<file path="src/design/serial_dma_pkg.sv">
// Function
// - Receive buffer A next-byte offset, wraps after unload.
// - Receive buffer B next-byte offset, wraps after unload.
// - One offset into active transmit buffer, wraps.
// - Buffer A records offset of first errored byte.
// - Buffer B records offset of first errored byte.
// - First-error offset held despite later errors.
// - Error capture rearmed by reload or receive reset.
// - Status bit high while receive buffer A fills.
package serial_dma_pkg;
   localparam int OFS_W = 13;
   localparam int REG_W = 16;
   localparam int IDX_W = 16;
   // Register indices; byte address on the bus is four times the index.
   localparam logic [IDX_W-1:0] IDX_RX_A_START = 16'h4400;
   localparam logic [IDX_W-1:0] IDX_RX_A_END   = 16'h4402;
   localparam logic [IDX_W-1:0] IDX_RX_B_START = 16'h4404;
   localparam logic [IDX_W-1:0] IDX_RX_B_END   = 16'h4406;
   localparam logic [IDX_W-1:0] IDX_TX_A_START = 16'h4408;
   localparam logic [IDX_W-1:0] IDX_TX_A_END   = 16'h440a;
   localparam logic [IDX_W-1:0] IDX_TX_B_START = 16'h440c;
   localparam logic [IDX_W-1:0] IDX_TX_B_END   = 16'h440e;
   localparam logic [IDX_W-1:0] IDX_RX_A_FILL  = 16'h4410;
   localparam logic [IDX_W-1:0] IDX_RX_B_FILL  = 16'h4412;
   localparam logic [IDX_W-1:0] IDX_TX_OFS     = 16'h4414;
   localparam logic [IDX_W-1:0] IDX_STATUS     = 16'h4416;
   localparam logic [IDX_W-1:0] IDX_RX_A_ERR   = 16'h441a;
   localparam logic [IDX_W-1:0] IDX_RX_B_ERR   = 16'h441c;
   localparam logic [IDX_W-1:0] IDX_CTRL       = 16'h4430;
   localparam logic [IDX_W-1:0] IDX_IRQ_STAT   = 16'h4432;
   localparam logic [IDX_W-1:0] IDX_IRQ_MASK   = 16'h4434;
   // Buffer numbering, shared by load bits, status bits and events.
   localparam int BUF_RX_A = 0;
   localparam int BUF_RX_B = 1;
   localparam int BUF_TX_A = 2;
   localparam int BUF_TX_B = 3;
   localparam int NBUF     = 4;
   localparam int CTRL_RX_RST = 4;
   localparam int CTRL_TX_RST = 5;
   localparam int EV_RX_ERR   = 4;
   localparam int NEV         = 5;
   localparam logic [2:0]       ADDR_FIXED = 3'h3;
   localparam logic [OFS_W-1:0] OFS_ZERO   = 13'h0000;
   localparam logic [OFS_W-1:0] OFS_ONE    = 13'h0001;
   typedef enum logic [1:0] {
      TX_IDLE = 2'b00,
      TX_WAIT = 2'b01,
      TX_SEND = 2'b10
   } tx_state_e;
endpackage

</file>
<file path="src/design/serial_dual_buffer_dma.sv">
// Design decision made here: register access over Wishbone.
`timescale 1ns/1ps
module serial_dual_buffer_dma #(
   parameter int OFS_BITS = 13
) (
   input  wire logic                          clk_i,
   input  wire logic                          rst_i,
   input  wire logic                          cyc_i,
   input  wire logic                          stb_i,
   input  wire logic                          we_i,
   input  wire logic [31:0]                   adr_i,
   input  wire logic [3:0]                    sel_i,
   input  wire logic [31:0]                   dat_i,
   output logic      [31:0]                   dat_o,
   output logic                               ack_o,
   output logic                               irq_o,
   input  wire logic                          rx_valid_i,
   input  wire logic [7:0]                    rx_data_i,
   input  wire logic                          rx_err_i,
   output logic                               rx_ready_o,
   output logic                               ram_wr_o,
   output logic      [serial_dma_pkg::OFS_W-1:0] ram_wr_addr_o,
   output logic      [7:0]                    ram_wr_data_o,
   output logic                               ram_rd_o,
   output logic      [serial_dma_pkg::OFS_W-1:0] ram_rd_addr_o,
   input  wire logic [7:0]                    ram_rd_data_i,
   output logic                               tx_valid_o,
   output logic      [7:0]                    tx_data_o,
   input  wire logic                          tx_ready_i
);
   import serial_dma_pkg::*;

   ////////////////////////////////////////////////////////////////////////////
   logic [OFS_W-1:0] start_r [NBUF];
   logic [OFS_W-1:0] end_r   [NBUF];
   logic [NBUF-1:0]  load_r;
   logic [OFS_W-1:0] cnt_a_r, cnt_b_r, tx_cnt_r, err_a_r, err_b_r;
   logic             seen_a_r, seen_b_r, rx_sel_r, tx_sel_r, ack_r;
   logic [NEV-1:0]   irq_stat_r, irq_mask_r, ev;
   logic [REG_W-1:0] rd_word;
   logic [IDX_W-1:0] idx;
   logic             hit, req_new, wr_go, rd_go, rx_rst, tx_rst;
   logic             rx_act_a, rx_act_b, rx_take, rx_last, tx_act_a, tx_act_b;
   logic             tx_done, tx_last, rearm_a, rearm_b;
   logic [OFS_W-1:0] rx_addr, tx_addr;
   tx_state_e        tx_state_r;

   function automatic logic [REG_W-1:0] merge16(input logic [REG_W-1:0] old,
                                                 input logic [REG_W-1:0] nw,
                                                 input logic [1:0]       be);
      merge16 = {be[1] ? nw[15:8] : old[15:8], be[0] ? nw[7:0] : old[7:0]};
   endfunction

   function automatic logic [REG_W-1:0] addr_word(input logic [OFS_W-1:0] v);
      addr_word = {1'b0, ADDR_FIXED[1:0], v};
   endfunction

   ////////////////////////////////////////////////////////////////////////////
   // Bus slave: the answer comes one cycle after the request is seen.
   assign idx     = adr_i[IDX_W+1:2];
   assign hit     = (adr_i[31:IDX_W+2] == '0) && (adr_i[1:0] == 2'b00);
   assign req_new = cyc_i && stb_i && !ack_r;
   assign wr_go   = cyc_i && stb_i && ack_r && we_i && hit;
   assign rd_go   = cyc_i && stb_i && ack_r && !we_i && hit;
   assign ack_o   = ack_r;

   always_ff @(posedge clk_i) begin
      if (rst_i) begin
         ack_r <= 1'b0;
      end else begin
         ack_r <= req_new;
      end
   end

   always_comb begin
      rd_word = '0;
      case (idx)
         IDX_RX_A_START: rd_word = addr_word(start_r[BUF_RX_A]);
         IDX_RX_A_END:   rd_word = addr_word(end_r[BUF_RX_A]);
         IDX_RX_B_START: rd_word = addr_word(start_r[BUF_RX_B]);
         IDX_RX_B_END:   rd_word = addr_word(end_r[BUF_RX_B]);
         IDX_TX_A_START: rd_word = addr_word(start_r[BUF_TX_A]);
         IDX_TX_A_END:   rd_word = addr_word(end_r[BUF_TX_A]);
         IDX_TX_B_START: rd_word = addr_word(start_r[BUF_TX_B]);
         IDX_TX_B_END:   rd_word = addr_word(end_r[BUF_TX_B]);
         IDX_RX_A_FILL:  rd_word = {3'h0, cnt_a_r};
         IDX_RX_B_FILL:  rd_word = {3'h0, cnt_b_r};
         IDX_TX_OFS:     rd_word = {3'h0, tx_cnt_r};
         IDX_STATUS:     rd_word = {12'h000, tx_act_b, tx_act_a, rx_act_b, rx_act_a};
         IDX_RX_A_ERR:   rd_word = {3'h0, err_a_r};
         IDX_RX_B_ERR:   rd_word = {3'h0, err_b_r};
         IDX_CTRL:       rd_word = {12'h000, load_r};
         IDX_IRQ_STAT:   rd_word = {11'h000, irq_stat_r};
         IDX_IRQ_MASK:   rd_word = {11'h000, irq_mask_r};
         default:        rd_word = '0;
      endcase
      if (!hit) begin
         rd_word = '0;
      end
   end

   always_ff @(posedge clk_i) begin
      if (rst_i) begin
         dat_o <= '0;
      end else if (req_new) begin
         dat_o <= {16'h0000, rd_word};
      end
   end

   // Start and end addresses; only the 13-bit field is stored.
   for (genvar g = 0; g < NBUF; g++) begin : g_addr
      localparam logic [IDX_W-1:0] IDX_S = IDX_RX_A_START + IDX_W'(4 * g);
      logic [REG_W-1:0] nw_s, nw_e;
      assign nw_s = merge16(addr_word(start_r[g]), dat_i[15:0], sel_i[1:0]);
      assign nw_e = merge16(addr_word(end_r[g]), dat_i[15:0], sel_i[1:0]);
      always_ff @(posedge clk_i) begin
         if (rst_i) begin
            start_r[g] <= OFS_ZERO;
            end_r[g]   <= OFS_ZERO;
         end else if (wr_go && idx == IDX_S) begin
            start_r[g] <= nw_s[OFS_W-1:0];
         end else if (wr_go && idx == IDX_S + IDX_W'(2)) begin
            end_r[g] <= nw_e[OFS_W-1:0];
         end
      end
   end

   ////////////////////////////////////////////////////////////////////////////
   // Control: ones load buffers, zeros do nothing; reset bits self-clear.
   assign rx_rst  = wr_go && idx == IDX_CTRL && sel_i[0] && dat_i[CTRL_RX_RST];
   assign tx_rst  = wr_go && idx == IDX_CTRL && sel_i[0] && dat_i[CTRL_TX_RST];
   assign rearm_a = rx_rst || (wr_go && idx == IDX_CTRL && sel_i[0]
                               && dat_i[BUF_RX_A] && !load_r[BUF_RX_A]);
   assign rearm_b = rx_rst || (wr_go && idx == IDX_CTRL && sel_i[0]
                               && dat_i[BUF_RX_B] && !load_r[BUF_RX_B]);

   always_ff @(posedge clk_i) begin
      if (rst_i) begin
         load_r <= '0;
      end else begin
         if (wr_go && idx == IDX_CTRL && sel_i[0]) begin
            load_r <= load_r | dat_i[NBUF-1:0];
         end
         if (rx_take && rx_last) begin
            load_r[rx_sel_r ? BUF_RX_B : BUF_RX_A] <= 1'b0;
         end
         if (tx_done && tx_last) begin
            load_r[tx_sel_r ? BUF_TX_B : BUF_TX_A] <= 1'b0;
         end
         if (rx_rst) begin
            load_r[BUF_RX_B:BUF_RX_A] <= 2'b00;
         end
         if (tx_rst) begin
            load_r[BUF_TX_B:BUF_TX_A] <= 2'b00;
         end
      end
   end

   ////////////////////////////////////////////////////////////////////////////
   // Receive path: a selector points at the buffer in use and swaps on its
   // last byte, or when the current one is gone and its partner is loaded.
   assign rx_act_a   = load_r[BUF_RX_A] && !rx_sel_r;
   assign rx_act_b   = load_r[BUF_RX_B] && rx_sel_r;
   assign rx_ready_o = rx_act_a || rx_act_b;
   assign rx_take    = rx_valid_i && rx_ready_o;
   assign rx_addr    = rx_sel_r ? start_r[BUF_RX_B] + cnt_b_r : start_r[BUF_RX_A] + cnt_a_r;
   assign rx_last    = rx_addr == (rx_sel_r ? end_r[BUF_RX_B] : end_r[BUF_RX_A]);

   always_ff @(posedge clk_i) begin
      if (rst_i || rx_rst) begin
         rx_sel_r <= 1'b0;
      end else if (rx_take && rx_last) begin
         rx_sel_r <= !rx_sel_r;
      end else if (!load_r[rx_sel_r ? BUF_RX_B : BUF_RX_A]
                   && load_r[rx_sel_r ? BUF_RX_A : BUF_RX_B]) begin
         rx_sel_r <= !rx_sel_r;
      end
   end

   always_ff @(posedge clk_i) begin
      if (rst_i || rx_rst) begin
         cnt_a_r <= OFS_ZERO;
         cnt_b_r <= OFS_ZERO;
      end else if (rx_take && !rx_sel_r) begin
         cnt_a_r <= rx_last ? OFS_ZERO : cnt_a_r + OFS_ONE;
      end else if (rx_take && rx_sel_r) begin
         cnt_b_r <= rx_last ? OFS_ZERO : cnt_b_r + OFS_ONE;
      end
   end

   always_ff @(posedge clk_i) begin
      if (rst_i) begin
         ram_wr_o      <= 1'b0;
         ram_wr_addr_o <= OFS_ZERO;
         ram_wr_data_o <= 8'h00;
      end else begin
         ram_wr_o <= rx_take;
         if (rx_take) begin
            ram_wr_addr_o <= rx_addr;
            ram_wr_data_o <= rx_data_i;
         end
      end
   end

   // Clearing on rearm means offset zero reads the same with or without
   // an error there; the error event bit tells the two apart.
   always_ff @(posedge clk_i) begin
      if (rst_i || rearm_a) begin
         seen_a_r <= 1'b0;
         err_a_r  <= OFS_ZERO;
      end else if (rx_take && !rx_sel_r && rx_err_i && !seen_a_r) begin
         seen_a_r <= 1'b1;
         err_a_r  <= cnt_a_r;
      end
   end

   always_ff @(posedge clk_i) begin
      if (rst_i || rearm_b) begin
         seen_b_r <= 1'b0;
         err_b_r  <= OFS_ZERO;
      end else if (rx_take && rx_sel_r && rx_err_i && !seen_b_r) begin
         seen_b_r <= 1'b1;
         err_b_r  <= cnt_b_r;
      end
   end

   ////////////////////////////////////////////////////////////////////////////
   // Transmit path: fetch a byte, offer it, step on acceptance.
   assign tx_act_a = load_r[BUF_TX_A] && !tx_sel_r;
   assign tx_act_b = load_r[BUF_TX_B] && tx_sel_r;
   assign tx_addr  = tx_sel_r ? start_r[BUF_TX_B] + tx_cnt_r : start_r[BUF_TX_A] + tx_cnt_r;
   assign tx_last  = tx_addr == (tx_sel_r ? end_r[BUF_TX_B] : end_r[BUF_TX_A]);
   assign tx_done  = tx_state_r == TX_SEND && tx_ready_i;
   assign ram_rd_addr_o = tx_addr;

   always_ff @(posedge clk_i) begin
      if (rst_i || tx_rst) begin
         tx_state_r <= TX_IDLE;
         ram_rd_o   <= 1'b0;
         tx_valid_o <= 1'b0;
         tx_data_o  <= 8'h00;
      end else begin
         ram_rd_o <= 1'b0;
         case (tx_state_r)
            TX_IDLE: begin
               if (tx_act_a || tx_act_b) begin
                  ram_rd_o   <= 1'b1;
                  tx_state_r <= TX_WAIT;
               end
            end
            TX_WAIT: begin
               tx_state_r <= TX_SEND;
            end
            TX_SEND: begin
               if (!tx_valid_o) begin
                  tx_valid_o <= 1'b1;
                  tx_data_o  <= ram_rd_data_i;
               end else if (tx_ready_i) begin
                  tx_valid_o <= 1'b0;
                  tx_state_r <= TX_IDLE;
               end
            end
            default: begin
               tx_state_r <= TX_IDLE;
            end
         endcase
      end
   end

   always_ff @(posedge clk_i) begin
      if (rst_i || tx_rst) begin
         tx_cnt_r <= OFS_ZERO;
         tx_sel_r <= 1'b0;
      end else if (tx_done && tx_valid_o) begin
         tx_cnt_r <= tx_last ? OFS_ZERO : tx_cnt_r + OFS_ONE;
         tx_sel_r <= tx_last ? !tx_sel_r : tx_sel_r;
      end else if (tx_state_r == TX_IDLE && !load_r[tx_sel_r ? BUF_TX_B : BUF_TX_A]
                   && load_r[tx_sel_r ? BUF_TX_A : BUF_TX_B]) begin
         tx_sel_r <= !tx_sel_r;
      end
   end

   ////////////////////////////////////////////////////////////////////////////
   // Interrupts: a read clears only the bits it returned, so an event in the
   // cycle between capture and clear survives.
   assign ev[BUF_RX_A]  = rx_take && rx_last && !rx_sel_r;
   assign ev[BUF_RX_B]  = rx_take && rx_last && rx_sel_r;
   assign ev[BUF_TX_A]  = tx_done && tx_valid_o && tx_last && !tx_sel_r;
   assign ev[BUF_TX_B]  = tx_done && tx_valid_o && tx_last && tx_sel_r;
   assign ev[EV_RX_ERR] = rx_take && rx_err_i && (rx_sel_r ? !seen_b_r : !seen_a_r);
   assign irq_o         = |(irq_stat_r & irq_mask_r);

   always_ff @(posedge clk_i) begin
      if (rst_i) begin
         irq_stat_r <= '0;
      end else if (rd_go && idx == IDX_IRQ_STAT) begin
         irq_stat_r <= (irq_stat_r & ~dat_o[NEV-1:0]) | ev;
      end else begin
         irq_stat_r <= irq_stat_r | ev;
      end
   end

   always_ff @(posedge clk_i) begin
      if (rst_i) begin
         irq_mask_r <= '0;
      end else if (wr_go && idx == IDX_IRQ_MASK && sel_i[0]) begin
         irq_mask_r <= dat_i[NEV-1:0];
      end
   end
endmodule

</file>
<file path="config.mk">
export PLATFORM = sky130hd
export DESIGN_NAME = serial_dual_buffer_dma
export DESIGN_NICKNAME = d
export VERILOG_FILES = /design/src/design/serial_dma_pkg.sv /design/src/design/serial_dual_buffer_dma.sv
export SDC_FILE = /design/constraint.sdc
export NUM_CORES = 1
export LEC_CHECK = 0
export BUFFER_PORTS_ARGS = -buffer_cell sky130_fd_sc_hd__buf_2
export CAP_MARGIN = 40
export CORE_MARGIN = 1
export CORE_UTILIZATION = 30
export CTS_CLUSTER_SIZE = 20
export DETAILED_ROUTE_END_ITERATION = 6
export PLACE_DENSITY = 0.43
export SLEW_MARGIN = 10
export SYNTH_ARGS = -nofsm -noshare
export SYNTH_HDL_FRONTEND = slang
export SYNTH_SLANG_ARGS = --single-unit
</file>
<file path="constraint.sdc">
create_clock -name clk_i -period 5.8 [get_ports clk_i]
set_input_delay 0.87 -clock clk_i [delete_from_list [all_inputs] [get_ports clk_i]]
set_output_delay 0.87 -clock clk_i [all_outputs]
set_load 0.02 [all_outputs]
</file>
Yosys cells after proc, flatten, opt, wreduce, memory -nomap -nowiden
Memory sizes are Yosys's and may differ from the RTL's.
Index checks and enable logic that the tools add are counted.
Cells by class
  bitwise operators: 21
  multiplexer cells: 102
  add/subtract/negate cells: 7
  order comparisons: 6
  equal/unequal tests: 25
  shift operators: 0
  reductions and logical operators: 85
  div/mod/pow operators: 0
  multipliers: 0
Operator list (number)
  equality test 16 x 15 -> 1 bit, second input constant: 17
  one-hot mux 15 bit (17 select lines): 1
  2-to-1 mux 13 bit: 15
  greater-or-equal comparator 32 x 1 -> 1 bit, second input constant: 2
  2-to-1 mux 8 bit: 8
  logical AND 1 bit: 54
  2-to-1 mux 1 bit: 53
  adder 13 bit: 4
  2-to-1 mux 5 bit: 9
  adder 13 x 1 -> 13 bit, second input constant: 3
  equality test 13 bit: 2
  2-to-1 mux 4 bit: 5
  2-to-1 mux 16 bit: 1
  logical NOT 14 bit: 1
  bitwise AND 5 bit: 2
  logical NOT 1 bit: 10
  OR 5 bit: 2
  bitwise AND 4 bit: 2
  binary-select mux 1 bit (select 2 bit): 4
  logical OR 1 bit: 8
  != test 2 bit, second input constant: 4
  NOT 4 bit: 2
  OR 1 bit: 8
  less-than comparator 1 x 3 -> 1 bit, second input constant: 2
  15 further kinds: 27
Storage, ports and cells
  register bits: 134
  output and inout port bits: 80
  memories: 2
  memory bits (writable): 104
  memory bits (read-only): 0
  latch bits: 0
  word-level logic and storage cells: 270
Memories
  end_r: words 4, width 13, rd ports 4, clocked after Yosys merged registers in 0, write ports 4, RTL line serial_dual_buffer_dma.sv:35  | logic [OFS_W-1:0] end_r [NBUF];
  start_r: words 4, width 13, rd ports 4, clocked after Yosys merged registers in 0, write ports 4, RTL line serial_dual_buffer_dma.sv:34  | logic [OFS_W-1:0] start_r [NBUF];

Depth between registers and ports, before layout
  depth after elaboration: 13
  mapped depth: 18
  mapped depth without buffers: 13

Worst setup path after synthesis
OpenSTA, ideal clock, no wires.
  kind: flip-flop to flip-flop
  start: register tx_sel_r
  end: register tx_cnt_r[10]
  slack: 0.601 ns
  cell stages (with the launch flop): 18
  path buffers: 4
  arrival: 5.085 ns
  library setup time: 0.115 ns
  required time: 5.685 ns
  clock period less this slack: 5.199 ns
  cells stage by stage: dfxtp_1 > buf_6 > buf_4 > buf_1 > mux2_2 > ha_1 > fa_1 > xor2_1 > xnor2_1 > or4_1 > or4_1 > a2111o_1 > or4_1 > nor4b_2 > and3_2 > or2_4 > buf_6 > nor2_1
Between the ends
  cells in the longest elaborated chain, start to end: 3
  elaborated cells on any way between the ends: 4
Ends and longest elaborated chain
  from (decl): RTL line serial_dual_buffer_dma.sv:38  | logic seen_a_r, seen_b_r, rx_sel_r, tx_sel_r, ack_r;
  from (signal assigned): RTL line serial_dual_buffer_dma.sv:276  | tx_sel_r <= tx_last ? !tx_sel_r : tx_sel_r;
  from (signal assigned): RTL line serial_dual_buffer_dma.sv:279  | tx_sel_r <= !tx_sel_r;
  2-to-1 mux 13 bit: RTL line serial_dual_buffer_dma.sv:231  | assign tx_addr = tx_sel_r ? start_r[BUF_TX_B] + tx_cnt_r : start_r[BUF_TX_A] + tx_cnt_r;
  via ram_rd_addr_o (one bit): RTL line serial_dual_buffer_dma.sv:25  | output logic [serial_dma_pkg::OFS_W-1:0] ram_rd_addr_o,
  equality test 13 bit: RTL line serial_dual_buffer_dma.sv:232  | assign tx_last = tx_addr == (tx_sel_r ? end_r[BUF_TX_B] : end_r[BUF_TX_A]);
  2-to-1 mux 13 bit: RTL line serial_dual_buffer_dma.sv:275  | tx_cnt_r <= tx_last ? OFS_ZERO : tx_cnt_r + OFS_ONE;
  to (signal assigned): RTL line serial_dual_buffer_dma.sv:275
  to (decl): RTL line serial_dual_buffer_dma.sv:37  | logic [OFS_W-1:0] cnt_a_r, cnt_b_r, tx_cnt_r, err_a_r, err_b_r;
The timed path passes the listed nets, and every way through them passes these cells.
A chain may end at the register's enable or synchronous reset.

Final worst setup path
  start: register tx_sel_r
  end: register tx_cnt_r[3]
Between the ends
  cells in the longest elaborated chain, start to end: 3
  elaborated cells on any way between the ends: 4
Ends and longest elaborated chain (RTL line)
  2-to-1 mux 13 bit (on tied branches): serial_dual_buffer_dma.sv:231, serial_dual_buffer_dma.sv:232
  equality test 13 bit (*): serial_dual_buffer_dma.sv:232
  2-to-1 mux 13 bit (*): serial_dual_buffer_dma.sv:275
Every way passes the cells marked *; elsewhere a longest branch is shown, timed or not.

==> results_dict.tcl <==
set metrics [dict create \
    outcome "complete, no violations" \
    finalCriticalPeriod_ns 4.87 \
    cp_max_fo 17 \
    avgViaCountPerCell 5.26 \
    postPlaceCellArea_um2 14700 \
    yosysWarningCount 0 \
    numCtsBuffers 30 \
    rsz0062_at_grt "false" \
    hpwlAfterDp_mm 38.8 \
    worstPathArrival_ns 5.31 \
    die_h_um 213 \
    cts_resized 0 \
    avgSynthCellArea_um2 9.19 \
    layout-drive-gt1-share 0.161 \
    fin_skew_ns 0.0265 \
    vias 11500 \
    numPortBuffers 133 \
    clock_latency_ns 0.57 \
    hold_buffers 0 \
    pwr_density_cell_nw_per_um2 249 \
    gp_congestion 0.895 \
    cp.required_ns 6.24 \
    synthTopCellsByArea "edfxtp_1 (23%), dfxtp_1 (20%), and2_1 (5.0%), nand2_1 (4.6%), nor2_1 (4.3%)" \
    slew_headroom 0.389 \
    fillers 4532 \
    drt_first_pass_iters 7 \
    worstSetupStartpointType "flop" \
    hold_viol 0 \
    grt_max_degree 43 \
    path_clk_slew_ns 0.06 \
    synth.top_cell.area_share 0.234 \
    grt_pass1_wl_mm 74.2 \
    pin_count 172 \
    synth_area_um2 13400 \
    max_freq_ghz 0.205 \
    cts_setup_buffers 0 \
    ant_nets 0 \
    start_util 0.307 \
    finalMaxSlewViolations 0 \
    cap_violations 0 \
    routedWlPerCell_um 23.3 \
    drtIter0Drc 1187 \
    clkSinkCount 236 \
    area_growth_syn_to_layout_pct 17.3 \
    place_inst 2128 \
    fin_ws_ns 0.930 \
    synth_cells 1455 \
    critPathCaptureType "flop" \
    synth_sequential_area_ratio 0.431 \
    setup_viol 0 \
    path_class "reg -> reg" \
    fin_tns_setup_ns 0 \
    fin_nets 1710 \
    synth-edff-count 104 \
    place_ws_ns 0.953 \
    die_area_um2 45400 \
    layout_common_cells "nand2_1 (163), nor2_1 (153), buf_2 (134), dfxtp_1 (132), a21oi_1 (111)" \
    row_count 76 \
    coreArea_um2 43600 \
    final_common_cell "nand2_1" \
    tightest_slew_ns 0.917 \
    cts_root_buf "clkbuf_16" \
    fin_area_um2 15700 \
    ys_ff_latch 236 \
    ys.flop_type "dfxtp_1" \
    drt-total-wl_mm 50.8 \
    diodes 0 \
    leakage_nw 6.10 \
    grt_pass1_vias 11100 \
    fin_cells 2185 \
    cts_max_level 1 \
    clockBufferDepth 3 \
    synth_top_cell_by_area "edfxtp_1" \
    cts_tree "yes" \
    hold_class "reg -> reg" \
    async_flop_share 0 \
    synth_cell_types 69 \
    grt_usage 0.225 \
    die_w_um 213 \
    antenna_found_initial 0 \
    grt_overflow_total 0 \
    period_share 0.840 \
    drc 0 \
    ir_drop_uv 189 \
]
synth_stat cells, types with 17 or more instances:
cell type  count
nor2_1       153
a21o_1        19
a22oi_1       45
nor3_1        18
ha_1          39
mux2_2        17
dfxtp_1      132
clkbuf_1      70
nand4_1       36
o21ai_0       30
inv_1         21
nand2_1      163
buf_4         19
nand3_1       29
mux2i_1       55
edfxtp_1     104
a21oi_1      111
xor2_1        58
xnor2_1       47
and2_1       107
power by group:
group          leakage, nW  internal, mW  total, mW  switching [mW]
Sequential            2.13          1.76       1.79          0.0276
Combinational         3.47        0.0741      0.227           0.153
Clock                0.498          1.15       1.89           0.741
Total                 6.10          2.98       3.90           0.922
kinds of logic after synthesis:
group / count (synthesis) / synth area share
compound gates: 304 / 0.151
other cells: 1 / 0.000280
mux: 73 / 0.0565
fa+ha+maj: 42 / 0.0410
simple gates: 572 / 0.208
xor+xnor: 107 / 0.0721
buf+inv: 120 / 0.0402
flops: 236 / 0.431
sequential cells by signal, indices dropped and copies added, names as in the netlist, 2 cells and up:
signal	flops
load_r	4
cnt_a_r	13
irq_mask_r	5
tx_cnt_r	13
err_b_r	13
cnt_b_r	13
start_r	52
tx_data_o	8
end_r	52
dat_o	14
ram_wr_data_o	8
err_a_r	13
tx_state_r	2
ram_wr_addr_o	13
irq_stat_r	5
per-stage QoR:
| step | util | power (mW) | hold slack, ns |
|---|---|---|---|
| final | 0.360 | 3.90 | 0.447 |
| after global routing | 0.360 | 4.03 | 0.464 |
| after detailed placement | 0.337 | 2.05 | 0.442 |
| after CTS | 0.360 | 3.94 | 0.448 |
| after floorplan | - | 1.95 | 0.436 |
| after global placement | 0.336 | 2.05 | 0.439 |
worst max-delay path: stages (launching register included):
cell and delay, ns:
dfxtp_1 0.42, buf_4 0.32, mux2_2 0.42, ha_1 0.45
nand4_1 0.16, nor2_1 0.05, or4_1 0.51, or4_1 0.50
a2111o_1 0.39, or4_1 0.49, nor4b_2 0.40, and3_2 0.33
or2_4 0.22, nor2_1 0.06
path summary, 6_finish.rpt:
check | start | end | slack, ns | depth (start not counted)
setup reg to reg | tx_sel_r | tx_cnt_r[3] | 0.93 | 13
setup / recovery | tx_sel_r | tx_cnt_r[3] | 0.93 | 13
hold / removal | dat_o[10] | dat_o[10] | 0.45 | 2
hold reg to reg | dat_o[10] | dat_o[10] | 0.45 | 2
per-layer routing:
layer  up-vias  share of wire  track usage
met5         -              0            0
met4         0          0.022       0.0595
met3        55          0.072       0.0316
met2       415           0.46        0.368
met1      5580           0.45        0.310
li1       5453              -            -
area by class of cell:
| class | instances | area (µm²) | share of cell area |
|---|---|---|---|
| well taps | 585 | 732 | 0.0467 |
| flip-flops and latches | 236 | 5770 | 0.368 |
| multi-input cells | 1115 | 7140 | 0.455 |
| clock inverters | 8 | 62.6 | 0.00399 |
| repair buffers | 172 | 960 | 0.0612 |
| clock buffers | 48 | 940 | 0.0599 |
| inverters | 21 | 78.8 | 0.00503 |
No activity file was read; power rests on OpenSTA's default activity.
